File: config.mk
export PLATFORM = sky130hd
export DESIGN_NAME = watchdog_control_regs
export DESIGN_NICKNAME = d
export VERILOG_FILES = /design/src/rtl/watchdog_pkg.sv /design/src/rtl/pulse_sync.sv /design/src/rtl/watchdog_counter.sv /design/src/rtl/watchdog_control_regs.sv
export SDC_FILE = /design/constraint.sdc
export NUM_CORES = 1
export LEC_CHECK = 0
export BUFFER_PORTS_ARGS = -buffer_cell sky130_fd_sc_hd__buf_2
export CAP_MARGIN = 20
export CORE_MARGIN = 2
export CORE_UTILIZATION = 42
export CTS_CLUSTER_SIZE = 20
export DETAILED_ROUTE_END_ITERATION = 10
export PLACE_DENSITY = 0.65
export REMOVE_ABC_BUFFERS = 1
export SLEW_MARGIN = 20
export SYNTH_ARGS = -nofsm -noshare
export SYNTH_HDL_FRONTEND = slang
export SYNTH_SLANG_ARGS = --single-unit
File: constraint.sdc
create_clock -name clk -period 3.2 [get_ports clk]
set_clock_uncertainty 0.1 [all_clocks]
set_input_delay 0 -clock clk [delete_from_list [all_inputs] [get_ports clk]]
set_output_delay 0 -clock clk [all_outputs]
set_load 0.02 [all_outputs]
File: src/rtl/watchdog_pkg.sv
// constants for the watchdog control block
package watchdog_pkg;
  // ---------------------------------------------------------------
  // register byte addresses
  // ---------------------------------------------------------------
  localparam logic [31:0] ADDR_CONTROL = 32'hBF800000;
  localparam logic [31:0] ADDR_CONTROL_CLR = 32'hBF800004;
  localparam logic [31:0] ADDR_CONTROL_SET = 32'hBF800008;
  localparam logic [31:0] ADDR_CONTROL_INV = 32'hBF80000C;
  localparam logic [31:0] ADDR_CAUSE = 32'hBF80F600;
  localparam logic [31:0] ADDR_CAUSE_CLR = 32'hBF80F604;
  localparam logic [31:0] ADDR_CAUSE_SET = 32'hBF80F608;
  localparam logic [31:0] ADDR_CAUSE_INV = 32'hBF80F60C;
  localparam logic [31:0] ADDR_CONFIG = 32'hBFC02FF8;
  localparam logic [31:0] ADDR_IRQ_STATUS = 32'hBF800010;
  localparam logic [31:0] ADDR_IRQ_MASK = 32'hBF800014;
  // ---------------------------------------------------------------
  // field positions
  // ---------------------------------------------------------------
  localparam int ENABLE_BIT = 15;
  localparam int SHADOW_LSB = 2;
  localparam int KICK_BIT = 0;
  localparam int TIMEOUT_BIT = 4;
  localparam int SLEEP_BIT = 3;
  localparam int IDLE_BIT = 2;
  localparam int FORCE_BIT = 23;
  localparam int SELECT_LSB = 16;
  // ---------------------------------------------------------------
  // values and counts
  // ---------------------------------------------------------------
  localparam logic [4:0] SELECT_MAX = 5'h14;
  localparam logic [31:0] CONFIG_RESET = 32'hFFFFFFFF;
  localparam logic [31:0] CAUSE_MASK = 32'h0000001C;
  localparam logic [1:0] RESP_OKAY = 2'h0;
  localparam logic [1:0] RESP_SLVERR = 2'h2;
  localparam logic [31:0] UNDEF_READ = 32'h00000000;
  localparam int COUNT_W = 21;
  localparam int SYNC_STAGES = 2;
  typedef enum logic [1:0] {PM_AWAKE = 2'h0, PM_SLEEP = 2'h1, PM_IDLE = 2'h2} power_mode_t;
endpackage : watchdog_pkg

File: src/rtl/pulse_sync.sv
// two-stage synchroniser with rising-edge pulse for the oscillator tick
`timescale 1ns/10ps
`default_nettype none
module pulse_sync
  import watchdog_pkg::*;
(
  input wire logic clk,
  input wire logic resetn,
  input wire logic async,
  output logic rise
);
  logic [SYNC_STAGES:0] stage;
  logic [SYNC_STAGES:0] next_stage;

  // shift the raw level in; only the last two stages feed the edge detector
  always_comb
  begin
    next_stage = {stage[SYNC_STAGES-1:0], async};
  end

  always_ff @(posedge clk)
  begin
    if (!resetn)
      stage <= '0;
    else
      stage <= next_stage;
  end

  assign rise = stage[SYNC_STAGES-1] & ~stage[SYNC_STAGES];
endmodule : pulse_sync
`default_nettype wire

File: src/rtl/watchdog_counter.sv
// watchdog count and timeout detection
`timescale 1ns/10ps
`default_nettype none
module watchdog_counter
  import watchdog_pkg::*;
(
  input wire logic clk,
  input wire logic resetn,
  input wire logic running,
  input wire logic tick,
  input wire logic kick,
  input wire logic [4:0] select,
  output logic timeout
);
  logic [COUNT_W-1:0] count;
  logic [COUNT_W-1:0] next_count;
  logic [COUNT_W-1:0] limit;
  logic next_timeout;
  logic [4:0] code;

  // count ticks while running, clear on kick or stop, wrap at the ratio
  always_comb
  begin
    code = (select > SELECT_MAX) ? SELECT_MAX : select;
    limit = COUNT_W'((22'h000001 << code) - 22'h000001);
    next_count = count;
    next_timeout = 1'b0;
    if (!running || kick)
      next_count = '0;
    else if (tick)
    begin
      if (count == limit)
      begin
        next_count = '0;
        next_timeout = 1'b1;
      end
      else
        next_count = count + COUNT_W'(1);
    end
  end

  always_ff @(posedge clk)
  begin
    if (!resetn)
    begin
      count <= '0;
      timeout <= 1'b0;
    end
    else
    begin
      count <= next_count;
      timeout <= next_timeout;
    end
  end
endmodule : watchdog_counter
`default_nettype wire

File: src/rtl/watchdog_control_regs.sv
// watchdog control registers with an AXI4-Lite slave
`timescale 1ns/10ps
`default_nettype none
module watchdog_control_regs
  import watchdog_pkg::*;
(
  input wire logic clk,
  input wire logic resetn,
  input wire logic [31:0] awaddr,
  input wire logic awvalid,
  output logic awready,
  input wire logic [31:0] wdata,
  input wire logic [3:0] wstrb,
  input wire logic wvalid,
  output logic wready,
  output logic [1:0] bresp,
  output logic bvalid,
  input wire logic bready,
  input wire logic [31:0] araddr,
  input wire logic arvalid,
  output logic arready,
  output logic [31:0] rdata,
  output logic [1:0] rresp,
  output logic rvalid,
  input wire logic rready,
  input wire logic [31:0] config_word_one,
  input wire logic low_power_rc_osc,
  input wire logic [1:0] power_mode,
  output logic system_reset,
  output logic wake_nmi,
  output logic irq
);
  // ---------------------------------------------------------------
  // state
  // ---------------------------------------------------------------
  logic softEnable, next_softEnable;
  logic [31:0] cause, next_cause;
  logic [31:0] irqStatus, next_irqStatus;
  logic [31:0] irqMask, next_irqMask;
  logic [31:0] configLatch, next_configLatch;
  logic configLoaded, next_configLoaded;
  logic [31:0] awAddrHold, next_awAddrHold;
  logic awHeld, next_awHeld;
  logic [31:0] wDataHold, next_wDataHold;
  logic [3:0] wStrbHold, next_wStrbHold;
  logic wHeld, next_wHeld;
  logic bValidReg, next_bValidReg;
  logic [1:0] bRespReg, next_bRespReg;
  logic rValidReg, next_rValidReg;
  logic [31:0] rDataReg, next_rDataReg;
  logic [1:0] rRespReg, next_rRespReg;
  logic sysResetReg, next_sysResetReg;
  logic wakeReg, next_wakeReg;
  logic running, forceOn, tick, timeout, kick, doWrite;
  logic [4:0] select;
  logic [31:0] wrMask, wrVal, ctrlView;
  power_mode_t mode;

  // ---------------------------------------------------------------
  // watchdog core
  // ---------------------------------------------------------------
  // fuse fields come from the word captured after reset release
  assign forceOn = configLatch[FORCE_BIT];
  assign select = configLatch[SELECT_LSB +: 5];
  assign running = forceOn | softEnable;
  assign mode = power_mode_t'(power_mode);

  pulse_sync pulse_sync_i (
    .clk(clk),
    .resetn(resetn),
    .async(low_power_rc_osc),
    .rise(tick)
  );

  watchdog_counter watchdog_counter_i (
    .clk(clk),
    .resetn(resetn),
    .running(running),
    .tick(tick),
    .kick(kick),
    .select(select),
    .timeout(timeout)
  );

  // control word as read back
  always_comb
  begin
    ctrlView = '0;
    ctrlView[ENABLE_BIT] = running;
    ctrlView[SHADOW_LSB +: 5] = select;
  end

  // ---------------------------------------------------------------
  // write channel
  // ---------------------------------------------------------------
  // byte strobes expand to a bit mask
  always_comb
  begin
    for (int i = 0; i < 4; i++)
      wrMask[i*8 +: 8] = {8{wStrbHold[i]}};
    wrVal = wDataHold & wrMask;
  end

  assign awready = !awHeld;
  assign wready = !wHeld;
  assign doWrite = awHeld && wHeld && !bValidReg;
  // kick is a write of one to bit 0 through the plain, set or invert address
  assign kick = doWrite && wrVal[KICK_BIT] &&
    (awAddrHold == ADDR_CONTROL || awAddrHold == ADDR_CONTROL_SET ||
     awAddrHold == ADDR_CONTROL_INV);

  always_comb
  begin
    next_awAddrHold = awAddrHold;
    next_awHeld = awHeld;
    next_wDataHold = wDataHold;
    next_wStrbHold = wStrbHold;
    next_wHeld = wHeld;
    next_bValidReg = bValidReg;
    next_bRespReg = bRespReg;
    next_softEnable = softEnable;
    next_cause = cause;
    next_irqStatus = irqStatus;
    next_irqMask = irqMask;
    if (awvalid && awready)
    begin
      next_awAddrHold = awaddr;
      next_awHeld = 1'b1;
    end
    if (wvalid && wready)
    begin
      next_wDataHold = wdata;
      next_wStrbHold = wstrb;
      next_wHeld = 1'b1;
    end
    if (bValidReg && bready)
      next_bValidReg = 1'b0;
    if (doWrite)
    begin
      next_awHeld = 1'b0;
      next_wHeld = 1'b0;
      next_bValidReg = 1'b1;
      next_bRespReg = RESP_OKAY;
      // reserved control and cause bits are dropped whatever software writes; the irq mask keeps every bit written
      case (awAddrHold)
        ADDR_CONTROL: next_softEnable = wrMask[ENABLE_BIT] ? wrVal[ENABLE_BIT] : softEnable;
        ADDR_CONTROL_CLR: next_softEnable = softEnable & ~wrVal[ENABLE_BIT];
        ADDR_CONTROL_SET: next_softEnable = softEnable | wrVal[ENABLE_BIT];
        ADDR_CONTROL_INV: next_softEnable = softEnable ^ wrVal[ENABLE_BIT];
        ADDR_CAUSE: next_cause = (cause & ~(wrMask & CAUSE_MASK)) | (wrVal & CAUSE_MASK);
        ADDR_CAUSE_CLR: next_cause = cause & ~(wrVal & CAUSE_MASK);
        ADDR_CAUSE_SET: next_cause = cause | (wrVal & CAUSE_MASK);
        ADDR_CAUSE_INV: next_cause = cause ^ (wrVal & CAUSE_MASK);
        ADDR_IRQ_STATUS: next_irqStatus = irqStatus & ~wrVal;
        ADDR_IRQ_MASK: next_irqMask = (irqMask & ~wrMask) | wrVal;
        ADDR_CONFIG: next_bRespReg = RESP_OKAY;
        default: next_bRespReg = RESP_SLVERR;
      endcase
    end
    // hardware events win over a same-cycle software clear
    if (timeout)
    begin
      next_cause[TIMEOUT_BIT] = 1'b1;
      next_irqStatus[TIMEOUT_BIT] = 1'b1;
      if (mode == PM_SLEEP)
        next_cause[SLEEP_BIT] = 1'b1;
      if (mode == PM_IDLE)
        next_cause[IDLE_BIT] = 1'b1;
    end
  end

  // ---------------------------------------------------------------
  // read channel
  // ---------------------------------------------------------------
  assign arready = !rValidReg;

  always_comb
  begin
    next_rValidReg = rValidReg;
    next_rDataReg = rDataReg;
    next_rRespReg = rRespReg;
    if (rValidReg && rready)
      next_rValidReg = 1'b0;
    if (arvalid && arready)
    begin
      next_rValidReg = 1'b1;
      next_rRespReg = RESP_OKAY;
      case (araddr)
        ADDR_CONTROL: next_rDataReg = ctrlView;
        ADDR_CAUSE: next_rDataReg = cause;
        ADDR_CONFIG: next_rDataReg = configLatch;
        ADDR_IRQ_STATUS: next_rDataReg = irqStatus;
        ADDR_IRQ_MASK: next_rDataReg = irqMask;
        ADDR_CONTROL_CLR, ADDR_CONTROL_SET, ADDR_CONTROL_INV,
        ADDR_CAUSE_CLR, ADDR_CAUSE_SET, ADDR_CAUSE_INV: next_rDataReg = UNDEF_READ;
        default:
        begin
          next_rDataReg = '0;
          next_rRespReg = RESP_SLVERR;
        end
      endcase
    end
  end

  // ---------------------------------------------------------------
  // timeout outcome and fuse capture
  // ---------------------------------------------------------------
  always_comb
  begin
    next_sysResetReg = timeout && (mode == PM_AWAKE);
    next_wakeReg = timeout && (mode != PM_AWAKE);
    next_configLatch = configLoaded ? configLatch : config_word_one;
    next_configLoaded = 1'b1;
  end

  // register the write channel and the control state
  always_ff @(posedge clk)
  begin
    if (!resetn)
    begin
      softEnable <= 1'b0;
      cause <= '0;
      irqStatus <= '0;
      irqMask <= '0;
      awAddrHold <= '0;
      awHeld <= 1'b0;
      wDataHold <= '0;
      wStrbHold <= '0;
      wHeld <= 1'b0;
      bValidReg <= 1'b0;
      bRespReg <= RESP_OKAY;
    end
    else
    begin
      softEnable <= next_softEnable;
      cause <= next_cause;
      irqStatus <= next_irqStatus;
      irqMask <= next_irqMask;
      awAddrHold <= next_awAddrHold;
      awHeld <= next_awHeld;
      wDataHold <= next_wDataHold;
      wStrbHold <= next_wStrbHold;
      wHeld <= next_wHeld;
      bValidReg <= next_bValidReg;
      bRespReg <= next_bRespReg;
    end
  end

  // register the read channel
  always_ff @(posedge clk)
  begin
    if (!resetn)
    begin
      rValidReg <= 1'b0;
      rDataReg <= '0;
      rRespReg <= RESP_OKAY;
    end
    else
    begin
      rValidReg <= next_rValidReg;
      rDataReg <= next_rDataReg;
      rRespReg <= next_rRespReg;
    end
  end

  // register the timeout outcome and the captured fuse word
  always_ff @(posedge clk)
  begin
    if (!resetn)
    begin
      configLatch <= CONFIG_RESET;
      configLoaded <= 1'b0;
      sysResetReg <= 1'b0;
      wakeReg <= 1'b0;
    end
    else
    begin
      configLatch <= next_configLatch;
      configLoaded <= next_configLoaded;
      sysResetReg <= next_sysResetReg;
      wakeReg <= next_wakeReg;
    end
  end

  assign bvalid = bValidReg;
  assign bresp = bRespReg;
  assign rvalid = rValidReg;
  assign rdata = rDataReg;
  assign rresp = rRespReg;
  assign system_reset = sysResetReg;
  assign wake_nmi = wakeReg;
  assign irq = |(irqStatus & irqMask); // level while an unmasked event stands
endmodule : watchdog_control_regs
`default_nettype wire

==> out/qor.yml, run 1 <==
synth-simple-area-share_pct: 24.6
grtUsageTotal_pct: 23.9
hp-start: "arvalid"
syn_to_final_growth_pct: 32.9
drc_errors: 0
grt_pass1_vias: 10100
arrival_ns: 3.40
syn-cell-area_um2: 10800
hp-class: "primary input to flop"
cp-end-kind: "flop"
outcome: "finished, final reports clean"
clock_latency_ns: 0.54
fmax_mhz: 327
yosysTopAreaCell: "dfxtp_1"
synth_top_family_by_area: "simple AND/OR/NAND/NOR gates"
placed_area_um2: 12000
h-tree-depth: 1
num-fill-cells: 2227
first_pass_iters: 6
drive_above_1_share_pct: 20.3
design_area_um2: 14300
synth_fa_ha_area_share_pct: 0.814
cap_violations: 0
critPathKind: "flop to flop"
yosys_warnings: 0
layout.nets: 1719
seq_area_um2: 4730
finalSetupViolations: 0
synth_area_leaders: "dfxtp_1, nand2_1, a21oi_1, a221oi_2, mux2i_1"
vias: 10300
synth-seq-area-share_pct: 43.9
boundaryPins: 186
grt_max_degree: 63
synth_most_common_cell: "nand2_1"
place_inst: 1743
yosys.area.top_type_share_pct: 43.9
synth_area_per_cell_um2: 8.34
antenna_found_initial: 0
ctsLongestPathBuffers: 3
finalCritPeriodShare_pct: 95.6
n_antenna_cell: 0
async_reset_ff_share_pct: 0
synth_xor_area_share_pct: 2.57
leakage_uw: 0.00562
cts_root_buf: "clkbuf_16"
synth.ff_latch_count: 236
drt-total-wl_um: 32900
drt-vias-per-instance: 5.37
r2r_start: "configLatch[19]"
overflow: 0
cp.required_ns: 3.54
place_congestion: 0.885
ir_drop_v: 0.000407
final_antenna_net_count: 0
start_util_pct: 42.7
cts_tree: "done"
die_h_um: 164
num_rows: 58
die_area_um2: 26900
instances_no_fill: 1919
avgRoutedWirePerCell_um: 17.1
drtIter0Drc: 728
p_per_area_nw_per_um2: 487
multi_input_area_um2: 5650
port_buffers: 183
cp-startpoint: "configLatch[19]"
numCtsBuffers: 27
die_w_um: 164
synthTopCellsByCount: "nand2_1, dfxtp_1, a21oi_1"
synth_mux_area_share_pct: 3.77
ys_types: 67
place_hpwl_um: 21800
ys_dominant_reg_cell: "dfxtp_1"
grt_first_pass_wirelength_um: 51700
cp-start-kind: "flop"
preCtsSetupSlack_ns: 0.0421
core_region_area_um2: 25200
setup_ws_ns: 0.140
synth_edf_count: 0
min_period_ns: 3.06
clk_pin_slew_ns: 0.06
hold_viol_final: 0
worst_hold_slack_ns: 0.0590
fin_tns_setup_ns: 0
synth-compound-area-share_pct: 20.0
relSlewSlack_pct: 43.1
cts_sinks: 236
finalMaxSlewViolations: 0
crit_path_max_fanout: 20
tightest_slew_ns: 0.850
synthCells: 1289
[per-stage QoR]
| stage | util (%) | power, µW |
|---|---|---|
| 2_1_floorplan | - | 3390 |
| 3_3_place_gp | 47.6 | 3620 |
| 3_5_place_dp | 47.6 | 3630 |
| 4_1_cts | 56.3 | 6990 |
| 5_1_grt | 56.8 | 7190 |
| 6_report | 56.8 | 6960 |
[per-layer routing]
metal	global-route usage, %	share of wire, %	routed length [µm]	vias to the layer above
met4	4.78	1.7	562	0
met2	41.1	47	15500	294
met1	31.9	45	14900	4875
met3	3.56	5.9	1930	47
li1	-	-	-	5086
met5	0	0	0	-
[report_power, final]
group	total (µW)	internal [µW]	switching, µW	leakage [µW]
registers	3100	3020	75.3	0.00192
clock network	3270	2010	1250	0.000467
logic	593	287	306	0.00323
[worst max-delay path, cell delays in order, from the launching register on]
cell and delay (ns):
dfxtp_1 0.38, buf_4 0.27, or3b_2 0.53, or3_1 0.33, a221o_1 0.33, a221o_1 0.39
nor3b_4 0.30, buf_4 0.17, buf_6 0.12, nor2_1 0.04
[final timing paths]
path                                                     to  slack (ns)  cells past startpoint
worst max-delay path            watchdog_counter_i.count[6]        0.14                      9
worst min-delay path                               rresp[1]        0.06                      4
worst max register to register  watchdog_counter_i.count[6]        0.14                      9
worst min register to register        pulse_sync_i.stage[1]        0.33                      1
[cells in the final DEF (no fill, tap or decap), types with 6 or more instances in the layout]
cell type      synthesis  layout
nand2_1              324     324
dfxtp_1              236     235
buf_2                  6     184
a21oi_1              143     142
dlygate4sd3_1          0     122
nor2_1                51      51
a22oi_1               39      39
mux2i_1               36      36
nand2b_1              36      35
buf_4                  2      29
clkbuf_16              0      27
a21boi_0              26      26
a221oi_2              26      26
inv_1                 22      21
nand3_1               20      20
xnor2_1               19      19
nor3_1                17      16
nand4_1               15      15
o21ai_0               13      13
and2_1                12      12
a221oi_1              10      10
or3_1                 10      10
xor2_1                10      10
nor4_1                 9       9
and3_1                 9       9
or4_1                  8       7
a221o_1                7       7
o21a_1                 7       7
nand3b_1               6       6
ha_1                   7       6
clkbuf_8               0       6
[final cells by class]
cell class                 instances  share of cell area [%]
timing repair buffer             342                    17.3
sequential                       236                    33.1
tap                              330                    2.89
clock inverter                    12                    1.27
clock buffer                      36                    5.38
inverter                          22                   0.595
multi-input combinational        941                    39.5
[cell families (layout without fill, tap and decap cells)]
logic type                 after synthesis  after routing
other                                    1              2
AOI/OAI and AO/OA                      305            305
adders and majority gates                7              7
muxes                                   39             39
buffers and inverters                  113            412
xor gates and xnor gates                30             30
and+or+nand+nor                        558            558
DFF                                    236            236
[what timing repair did]
item,in CTS,in global routing
gates resized for setup,0,20
hold buffers,122,0
setup endpoints to repair,0,20
hold endpoints to repair,120,0
buffers inserted,0,2
(Power assumes the default switching activity.)
==> run 2: changes to the inputs <==
- CORE_MARGIN: 2 -> 4
==> out/qor.yml, run 2 (same netlist as run 1, synthesis figures left out) <==
outcome: "finished, final reports clean"
comb_power_share_pct: 8.7
clk_pin_slew_ns: 0.06
r2r_setup_slack_ns: 0.1
layout_commonest_cell: "nand2_1"
finalCritPeriodShare_pct: 97.0
slowest_delay_ns: 0.51
instances_no_fill: 1923
cts_root_buf: "clkbuf_16"
p_sw_share_pct: 23.2
place_congestion: 0.859
drive_above_1_share_pct: 19.6
hp-class: "primary input to flop"
ctsLongestPathBuffers: 3
die_w_um: 168
grt_pass1_vias: 10300
power.switching_uw: 1570
leakage_uw: 0.00560
first_pass_iters: 5
cap_violations: 0
antenna_found_initial: 0
power.total_uw: 6780
slowest_stage: "or4_4"
layout.nets: 1726
fmax_mhz: 322
grt_max_degree: 78
min_period_ns: 3.10
grtUsageTotal_pct: 22.3
boundaryPins: 186
crit_chain: "or2_2 > nand2b_1 > ha_1 > xnor2_1 > a221oi_1 > nand3_1 > or4_4 > nor4b_4 > nor3b_4 > buf_4 > buf_6 > nor2_1"
die_h_um: 168
numCtsBuffers: 26
die_area_um2: 28200
p_per_area_nw_per_um2: 475
place_inst: 1743
overflow: 0
num_rows: 58
h-tree-depth: 1
vias: 10400
cp-end-kind: "flop"
avgRoutedWirePerCell_um: 17.2
final_cell_mix: "nand2_1, dfxtp_1, buf_2"
tightest_slew_ns: 1.02
gr-usage-met1_pct: 30.3
cts_sinks: 236
drc_errors: 0
ir_drop_v: 0.000394
drt-vias-per-instance: 5.41
place_hpwl_um: 21700
port_buffers: 183
core_region_area_um2: 25200
final_antenna_net_count: 0
crit_path_max_fanout: 5
n_antenna_cell: 0
finalMaxSlewViolations: 0
arrival_ns: 3.43
cp-start-kind: "flop"
grt_first_pass_wirelength_um: 52800
grt-busiest-layer: "met2"
relSlewSlack_pct: 31.6
critPathKind: "flop to flop"
start_util_pct: 42.7
intPower_uw: 5210
hold_viol_final: 0
drt-total-wl_um: 33000
drtIter0Drc: 819
seq_power_share_pct: 45.7
finalSetupViolations: 0
clkPwrFrac_pct: 45.6
cp.required_ns: 3.53
cts_tree: "done"
use_met2_pct: 36.9
syn_to_final_growth_pct: 32.7
use_met3_pct: 3.94
clock_latency_ns: 0.53
-- run 2: repair_timing --
item / CTS / global route
buffers inserted: 0 / 3
resized for setup: 0 / 16
hold buffers: 130 / 0
setup endpoints to repair: 0 / 20
hold endpoints to repair: 121 / 0
-- run 2: cell type report --
class | instances | area, µm²
clock buffer | 40 | 815
clock inverter | 4 | 73.8
fill | 2281 | 10900
inverter | 22 | 85.1
multi-input combinational | 941 | 5610
sequential | 236 | 4730
tap | 330 | 413
timing repair buffer | 350 | 2550
-- run 2: power groups by stage --
stage          Combinational, µW  Sequential (µW)  Clock [µW]
2_1_floorplan                230             3160           0
3_3_place_gp                 454             3160           0
3_5_place_dp                 459             3160           0
4_1_cts                      581             3100        3150
5_1_grt                      651             3110        3250
6_report                     590             3100        3090
-- run 2: final timing paths --
path / from / endpoint / cells after the start
worst min-delay path: araddr[2] / rdata[0] / 6
worst max register to register: configLatch[16] / watchdog_counter_i.count[7] / 12
worst max-delay path: configLatch[16] / watchdog_counter_i.count[7] / 12
worst min register to register: pulse_sync_i.stage[0] / pulse_sync_i.stage[1] / 1
-- run 2: per-stage QoR --
stage	cell area (µm²)	hold WS (ns)	util (%)	setup slack, ns	TNS [ns]
2_1_floorplan	10400	-0.0723	-	-0.861	-29.62
5_1_grt	14300	0.124	56.7	-0.0491	-0.802
6_report	14300	0.118	56.7	0.0972	0
4_1_cts	14200	0.0926	56.3	0.0237	0
3_3_place_gp	12000	0.0863	47.6	0.115	0
3_5_place_dp	12000	0.0915	47.6	0.0467	0
-- run 2: worst max-delay path, delay by kind of cell, from the launching register on --
family                     cells  cell delay (ns)
and+or+nand+nor                7             1.64
adders and majority gates      1             0.30
xor gates and xnor gates       1             0.13
DFF                            1             0.31
AOI/OAI and AO/OA              1             0.22
buffers and inverters          2             0.29
-- run 2: layer usage --
metal	vias to the layer above	wire length, µm
li1	5090	-
met1	4933	14800
met2	325	15300
met3	48	2150
met4	0	771
met5	-	0
